`config.mk`:
```
export PLATFORM = sky130hd
export DESIGN_NAME = hub_port_charge_removable_cfg
export DESIGN_NICKNAME = d
export VERILOG_FILES = /design/src/design/hub_port_charge_removable_cfg.v /design/src/design/strap_capture.v
export VERILOG_INCLUDE_DIRS = /design/src /design/src/include
export SDC_FILE = /design/constraint.sdc
export NUM_CORES = 1
export LEC_CHECK = 0
export BUFFER_PORTS_ARGS = -buffer_cell sky130_fd_sc_hd__buf_2
export CORE_UTILIZATION = 50
export DETAILED_ROUTE_END_ITERATION = 10
export PLACE_DENSITY = 0.8
export SKIP_CTS_REPAIR_TIMING = 1
export SYNTH_ARGS = -nofsm -noshare
export SYNTH_HDL_FRONTEND = slang
export SYNTH_SLANG_ARGS = --single-unit
```
`constraint.sdc`:
```
create_clock -name SYS_CLK -period 1.7 [get_ports SYS_CLK]
set_input_delay 0.085 -clock SYS_CLK [delete_from_list [all_inputs] [get_ports SYS_CLK]]
set_output_delay 0.085 -clock SYS_CLK [all_outputs]
set_load 0.02 [all_outputs]
```
`src/include/hub_cfg_map.vh`:
```
// address map, field layout, reset values and mode codes of the port configuration registers
`ifndef HUB_CFG_MAP_VH
`define HUB_CFG_MAP_VH

// ************************************************************
// register offsets in the configuration space
// ************************************************************
`define CFG_ADDR_W 8
`define CFG_DATA_W 8
`define CFG_ADDR_CHARGE_PORT_ENABLE 8'h06
`define CFG_ADDR_PORT_REMOVABLE 8'h07

// ************************************************************
// field layout
// ************************************************************
`define PORT_FIELD_MSB 3
`define PORT_FIELD_LSB 0
`define PORT_FIELD_W 4
`define RSVD_FIELD_MSB 7
`define RSVD_FIELD_LSB 4
`define RSVD_READ_VALUE 4'h0

// ************************************************************
// reset values; the port fields hold theirs only until the straps are captured
// ************************************************************
`define PORT_FIELD_RESET 4'h0
`define CFG_DATA_RESET 8'h00

// ************************************************************
// configuration modes
// ************************************************************
`define CFG_MODE_W 2
`define CFG_MODE_PIN 2'h0
`define CFG_MODE_I2C 2'h1
`define CFG_MODE_SMBUS 2'h2

// ************************************************************
// strap capture
// ************************************************************
`define STRAP_SYNC_STAGES 2
`define STRAP_SETTLE_W 2
`define STRAP_SETTLE_CYCLES 2'h2

`endif

```
`src/design/hub_port_charge_removable_cfg.v`:
```
// charge-port enable and removable configuration registers of a four-port hub
`timescale 1ns/1ps
`include "hub_cfg_map.vh"

module hub_port_charge_removable_cfg #(
	parameter PORTS = 4
) (
	// clock and reset
	input wire SYS_CLK,
	input wire RSTN,
	// strap pins, sampled after reset release
	input wire [PORTS-1:0] POWER_ON_CHARGE_STRAP,
	input wire [PORTS-1:0] AMBER_LED_REMOVABLE_STRAP,
	// configuration mode and port-used field from the hub core
	input wire [`CFG_MODE_W-1:0] CFG_MODE,
	input wire [PORTS-1:0] PORT_USED,
	// configuration access from the EEPROM loader or SMBus slave
	input wire CFG_WR,
	input wire CFG_RD,
	input wire [`CFG_ADDR_W-1:0] CFG_ADDR,
	input wire [`CFG_DATA_W-1:0] CFG_WDATA,
	output reg [`CFG_DATA_W-1:0] CFG_RDATA,
	output reg CFG_RVALID,
	output reg CFG_READY,
	// per-port configuration towards the port logic
	output reg [PORTS-1:0] CHARGE_PORT_ENABLE,
	output reg [PORTS-1:0] PORT_REMOVABLE
);

	// ************************************************************
	// state
	// ************************************************************
	localparam ST_STRAP = 1'b0;
	localparam ST_RUN = 1'b1;

	reg state;
	reg next_state;
	reg [PORTS-1:0] charge_port_enable;
	reg [PORTS-1:0] port_removable;
	reg [PORTS-1:0] next_charge_port_enable;
	reg [PORTS-1:0] next_port_removable;
	reg [`CFG_DATA_W-1:0] next_rdata;

	wire [PORTS-1:0] charge_strap;
	wire [PORTS-1:0] removable_strap;
	wire charge_strap_done;
	wire removable_strap_done;
	wire strap_done;
	wire host_mode;
	wire wr_charge;
	wire wr_removable;
	wire [PORTS-1:0] wr_field;
	wire addr_charge;
	wire addr_removable;
	wire wr_allowed;
	wire [PORTS-1:0] charge_merge;

	genvar n;

	// ************************************************************
	// strap capture
	// ************************************************************
	strap_capture #(
		.WIDTH(PORTS)
	) u_charge_strap (
		.clk(SYS_CLK),
		.rstn(RSTN),
		.strap(POWER_ON_CHARGE_STRAP),
		.value(charge_strap),
		.captured(charge_strap_done)
	);

	strap_capture #(
		.WIDTH(PORTS)
	) u_removable_strap (
		.clk(SYS_CLK),
		.rstn(RSTN),
		.strap(AMBER_LED_REMOVABLE_STRAP),
		.value(removable_strap),
		.captured(removable_strap_done)
	);

	// the straps pass two flops and a short settle count, so they must hold steady for
	// about four clocks after reset release; the fields load on the fourth edge
	assign strap_done = charge_strap_done & removable_strap_done;

	// ************************************************************
	// access decode
	// ************************************************************
	// in pin mode the straps are final; the serial side cannot change them
	assign host_mode = (CFG_MODE == `CFG_MODE_I2C) || (CFG_MODE == `CFG_MODE_SMBUS);
	assign addr_charge = (CFG_ADDR == `CFG_ADDR_CHARGE_PORT_ENABLE);
	assign addr_removable = (CFG_ADDR == `CFG_ADDR_PORT_REMOVABLE);
	// a write before the strap load would be overwritten by the straps, so it is refused
	assign wr_allowed = CFG_WR && host_mode && (state == ST_RUN);
	assign wr_charge = wr_allowed && addr_charge;
	assign wr_removable = wr_allowed && addr_removable;
	// upper data bits are simply not routed anywhere
	assign wr_field = CFG_WDATA[`PORT_FIELD_MSB:`PORT_FIELD_LSB];

	// ************************************************************
	// per-port charge write merge
	// ************************************************************
	// a port marked unused keeps its current charge bit whatever the host writes
	generate
		for (n = 0; n < PORTS; n = n + 1) begin : g_port
			assign charge_merge[n] = PORT_USED[n] ? wr_field[n] : charge_port_enable[n];
		end
	endgenerate

	// ************************************************************
	// next-state logic
	// ************************************************************
	always @* begin
		next_state = state;
		next_charge_port_enable = charge_port_enable;
		next_port_removable = port_removable;
		case (state)
			ST_STRAP: begin
				if (strap_done) begin
					next_charge_port_enable = charge_strap;
					next_port_removable = removable_strap;
					next_state = ST_RUN;
				end
			end
			ST_RUN: begin
				if (wr_charge) begin
					next_charge_port_enable = charge_merge;
				end
				if (wr_removable) begin
					next_port_removable = wr_field;
				end
			end
			default: begin
				next_state = ST_STRAP;
			end
		endcase
	end

	// ************************************************************
	// read mux
	// ************************************************************
	// unmapped offsets read zero; a read in the write cycle sees the old value
	always @* begin
		next_rdata = `CFG_DATA_RESET;
		case (CFG_ADDR)
			`CFG_ADDR_CHARGE_PORT_ENABLE: begin
				next_rdata = {`RSVD_READ_VALUE, charge_port_enable};
			end
			`CFG_ADDR_PORT_REMOVABLE: begin
				next_rdata = {`RSVD_READ_VALUE, port_removable};
			end
			default: begin
				next_rdata = `CFG_DATA_RESET;
			end
		endcase
	end

	// ************************************************************
	// registers
	// ************************************************************
	always @(posedge SYS_CLK or negedge RSTN) begin
		if (!RSTN) begin
			state <= ST_STRAP;
		end else begin
			state <= next_state;
		end
	end

	always @(posedge SYS_CLK or negedge RSTN) begin
		if (!RSTN) begin
			charge_port_enable <= `PORT_FIELD_RESET;
			port_removable <= `PORT_FIELD_RESET;
		end else begin
			charge_port_enable <= next_charge_port_enable;
			port_removable <= next_port_removable;
		end
	end

	always @(posedge SYS_CLK or negedge RSTN) begin
		if (!RSTN) begin
			CFG_RDATA <= `CFG_DATA_RESET;
			CFG_RVALID <= 1'b0;
		end else begin
			CFG_RVALID <= CFG_RD;
			if (CFG_RD) begin
				CFG_RDATA <= next_rdata;
			end
		end
	end

	// ************************************************************
	// ready flag
	// ************************************************************
	// rises on the edge that loads the straps, so it always matches the state term of the write gate
	always @(posedge SYS_CLK or negedge RSTN) begin
		if (!RSTN) begin
			CFG_READY <= 1'b0;
		end else begin
			CFG_READY <= (next_state == ST_RUN);
		end
	end

	// ************************************************************
	// field outputs, each from its own flop
	// ************************************************************
	// the outputs follow next_ values so they change in the same cycle as the registers
	always @(posedge SYS_CLK or negedge RSTN) begin
		if (!RSTN) begin
			CHARGE_PORT_ENABLE <= `PORT_FIELD_RESET;
			PORT_REMOVABLE <= `PORT_FIELD_RESET;
		end else begin
			CHARGE_PORT_ENABLE <= next_charge_port_enable;
			PORT_REMOVABLE <= next_port_removable;
		end
	end

endmodule

```
`src/design/strap_capture.v`:
```
// strap synchroniser that captures pin levels once after reset release
`timescale 1ns/1ps
`include "hub_cfg_map.vh"

module strap_capture #(
	parameter WIDTH = 4
) (
	// clock and reset
	input wire clk,
	input wire rstn,
	// strap pins
	input wire [WIDTH-1:0] strap,
	// captured value
	output reg [WIDTH-1:0] value,
	output reg captured
);

	reg [WIDTH-1:0] sync_a;
	reg [WIDTH-1:0] sync_b;
	reg [`STRAP_SETTLE_W-1:0] settle;

	// ************************************************************
	// two-stage synchroniser; only sync_b is read
	// ************************************************************
	always @(posedge clk or negedge rstn) begin
		if (!rstn) begin
			sync_a <= {WIDTH{1'b0}};
			sync_b <= {WIDTH{1'b0}};
		end else begin
			sync_a <= strap;
			sync_b <= sync_a;
		end
	end

	// ************************************************************
	// capture once the synchroniser holds post-release pin levels
	// ************************************************************
	// the straps are sampled by a clocked process after release, never by the reset itself
	always @(posedge clk or negedge rstn) begin
		if (!rstn) begin
			settle <= {`STRAP_SETTLE_W{1'b0}};
			value <= {WIDTH{1'b0}};
			captured <= 1'b0;
		end else if (!captured) begin
			if (settle == `STRAP_SETTLE_CYCLES) begin
				value <= sync_b;
				captured <= 1'b1;
			end else begin
				settle <= settle + {{(`STRAP_SETTLE_W-1){1'b0}}, 1'b1};
			end
		end
	end

endmodule

```
==> impl_metrics.json <==
{
  "synth_cell_types": 27,
  "dpl_worst_slack_ns": -0.02913,
  "worst_skew_pair.late_latency_ns": 0.35,
  "number_of_failing_setup_endpoints_in_the_final_timing_report": 0,
  "worst-endpoint-required_ns": 1.94,
  "grt_antenna_before_repair": 0,
  "core_region_area_um2": 3363,
  "insertedDiodeCount": 0,
  "endpoint_kind": "register",
  "vias": 1195,
  "clock_pin_slew_on_the_worst_setup_and_hold_paths_ns": 0.12,
  "arrival_ns": 1.76,
  "finalCriticalPeriod_ns": 1.520,
  "hold_violations": 0,
  "drt_first_pass_iters": 4,
  "floorplan.initialDensity_pct": 52.72,
  "ys_seq_area_share_pct": 62.10,
  "report.final.slew_viol_count": 0,
  "leakagePower_uw": 0.001049,
  "synthesized_flop_and_latch_total": 44,
  "die_h_um": 61.55,
  "warnings_synthesis": 0,
  "setup_repair_after_global_routing_missed_its_margin": "no",
  "regToRegStartpoint": "CFG_READY$_DFF_PN0_",
  "design.die.area_um2": 3788,
  "average_wire_per_cell_in_the_routed_design_um": 13.22,
  "grt_pass1_vias": 1136,
  "post_route_cells_drive_above_1_share_pct": 34.36,
  "area.growth.synth_to_final_pct": 23.78,
  "post-synth-top-count-cell": "sky130_fd_sc_hd__dfrtp_1",
  "outcome": "finished clean",
  "routabilityCongestion": 0.7199,
  "worst_clock_skew_ns": 0.01212,
  "grt_start_max_net_pins": 45,
  "maxSlewHeadroom_pct": 64.97,
  "finalCoreUtilization_pct": 65.25,
  "criticalPathCategory": "register to register",
  "final_cell_area_um2": 2195,
  "post_drt_via_cell_ratio": 4.959,
  "power_per_cell_area_nw_per_um2": 799.9,
  "grt_pass1_wl_um": 4912,
  "clk_root_buffer_cell": "sky130_fd_sc_hd__clkbuf_4",
  "critPathLaunch": "CFG_READY$_DFF_PN0_",
  "max-vdd-ir-drop_mv": 0.6388,
  "area_share_of_the_largest_cell_type_after_synthesis_pct": 62.10,
  "postSynth.asyncResetShare_pct": 100.0,
  "synthesis.area_um2": 1773,
  "synth.top_cells.by_count": "sky130_fd_sc_hd__dfrtp_1 (44), sky130_fd_sc_hd__nand2_1 (12), sky130_fd_sc_hd__inv_1 (10), sky130_fd_sc_hd__mux2_2 (10), sky130_fd_sc_hd__o22ai_1 (7)",
  "hp-start": "CFG_WDATA[2]",
  "port-buffer-count": 43,
  "final_net_count": 230,
  "hold_slack_ns": 0.02389,
  "cap_viol_max_count": 0,
  "synth-edff-count": 0,
  "worst_slack_ns": 0.1802,
  "track_usage_pct": 19.07,
  "number_of_nets_still_failing_antenna_checks_after_routing": 0,
  "top_level_i_o_count": 52,
  "syn_avg_cell_area_um2": 13.04,
  "clockBufferDepth": 2,
  "critPathMaxFanout": 12,
  "number_of_cells_produced_by_synthesis": 136,
  "tightestPinTransition_ns": 0.5255,
  "overall_power_uw": 1756,
  "drt_wl_total_um": 3187,
  "detailedPlacementHpwl_um": 2371,
  "maximum_achievable_frequency_ghz": 0.6580,
  "dpl-instance-area_um2": 2026,
  "hold_path_class": "input port to register",
  "clock_tree_from_tritoncts": "done",
  "timing.final.crit_share_pct": 89.40,
  "number_of_placement_rows": 21,
  "drt_first_iter_violations": 13,
  "startpoint_type": "register",
  "post-route-drc-count": 0,
  "ys_dominant_reg_cell": "sky130_fd_sc_hd__dfrtp_1",
  "tritoncts.num_buffers": 5,
  "floorplan.die.width_um": 61.55,
  "clock_tree.htree_level_count": 2,
  "synth.top_cells.by_area": "sky130_fd_sc_hd__dfrtp_1 (62%), sky130_fd_sc_hd__mux2_2 (6.4%), sky130_fd_sc_hd__mux2i_1 (3.4%)",
  "grt_overflow": 0,
  "cts_num_sinks": 44,
  "synth_top_area_cell": "sky130_fd_sc_hd__dfrtp_1"
}
==> flip-flops by register name (all words and copies together), names as in the netlist <==
name,cells
u_removable_strap.sync_a,4
u_charge_strap.sync_b,4
u_removable_strap.sync_b,4
u_removable_strap.settle,2
u_charge_strap.value,4
CFG_RDATA,4
u_removable_strap.value,4
PORT_REMOVABLE,4
u_charge_strap.settle,2
CHARGE_PORT_ENABLE,4
u_removable_strap.captured,1
u_charge_strap.sync_a,4
u_charge_strap.captured,1
CFG_RVALID,1
CFG_READY,1
==> layer usage <==
layer | share of wire (%) | up-vias | GRT usage (%)
met1 | 40 | 579 | 22.02
met4 | 1.8 | 0 | 8.571
li1 | - | 572 | -
met2 | 52 | 40 | 32.26
met3 | 6.2 | 4 | 6.303
met5 | 0 | - | 0
==> worst max-delay path, cell delays in order, from the launching register on <==
cell,delay [ns]
sky130_fd_sc_hd__dfrtp_1,0.49
sky130_fd_sc_hd__buf_4,0.23
sky130_fd_sc_hd__nor2_1,0.08
sky130_fd_sc_hd__a21oi_2,0.24
sky130_fd_sc_hd__mux2_1,0.36
==> layout make-up <==
type / instances / area, µm²
inverters: 10 / 37.54
clock buffers: 8 / 58.81
well taps: 46 / 57.56
fillers: 283 / 1169
repair buffers: 56 / 340.3
multi-input cells: 77 / 599.3
flip-flops and latches: 44 / 1101
==> final timing paths <==
check                                                              to  slack, ns  depth (start not counted)
worst min-delay path                CHARGE_PORT_ENABLE[2]$_DFFE_PN0P_       0.02                          2
worst max-delay path                    PORT_REMOVABLE[1]$_DFFE_PN0P_       0.18                          4
worst max register to register          PORT_REMOVABLE[1]$_DFFE_PN0P_       0.18                          4
max in group asynchronous       u_removable_strap.sync_b[1]$_DFF_PN0_       1.02                          3
worst min register to register     u_charge_strap.sync_b[1]$_DFF_PN0_       0.35                          0
min in group asynchronous          u_charge_strap.sync_a[3]$_DFF_PN0_       0.32                          3
==> kinds of logic after synthesis <==
logic type	after synthesis	synth area share (%)
flops	44	62.10
compound gates	18	6.492
simple gates	29	10.66
other cells	1	0.2115
buf+inv	18	4.728
fa+ha+maj	2	1.411
xor+xnor	3	1.482
mux	21	12.91
==> power by group <==
group	total, µW	internal, µW	switching [µW]	leakage, µW
Sequential	1100	1080	15.3	0.000503
Clock	502	204	297	0.0000326
Combinational	156	72.6	83.1	0.000513
==> metrics by stage <==
stage	cells	setup TNS, ns
2_1_floorplan	139	0
3_3_place_gp	222	0
3_5_place_dp	222	-0.06408
4_1_cts	230	0
5_1_grt	241	0
6_report	241	0
==> cell usage in the layout, fill, tap and decap left out, types with 3 or more instances in the layout <==
master / n
sky130_fd_sc_hd__conb_1: 4
sky130_fd_sc_hd__inv_1: 10
sky130_fd_sc_hd__buf_2: 43
sky130_fd_sc_hd__xnor2_1: 3
sky130_fd_sc_hd__o22ai_1: 7
sky130_fd_sc_hd__nand2_1: 12
sky130_fd_sc_hd__dlygate4sd3_1: 11
sky130_fd_sc_hd__o21ai_0: 5
sky130_fd_sc_hd__dfrtp_1: 44
sky130_fd_sc_hd__clkbuf_4: 5
sky130_fd_sc_hd__mux2_2: 10
sky130_fd_sc_hd__nor2_1: 6
sky130_fd_sc_hd__mux2_1: 5
sky130_fd_sc_hd__mux2i_1: 6
Note: power is estimated with default switching activity, not from simulation.
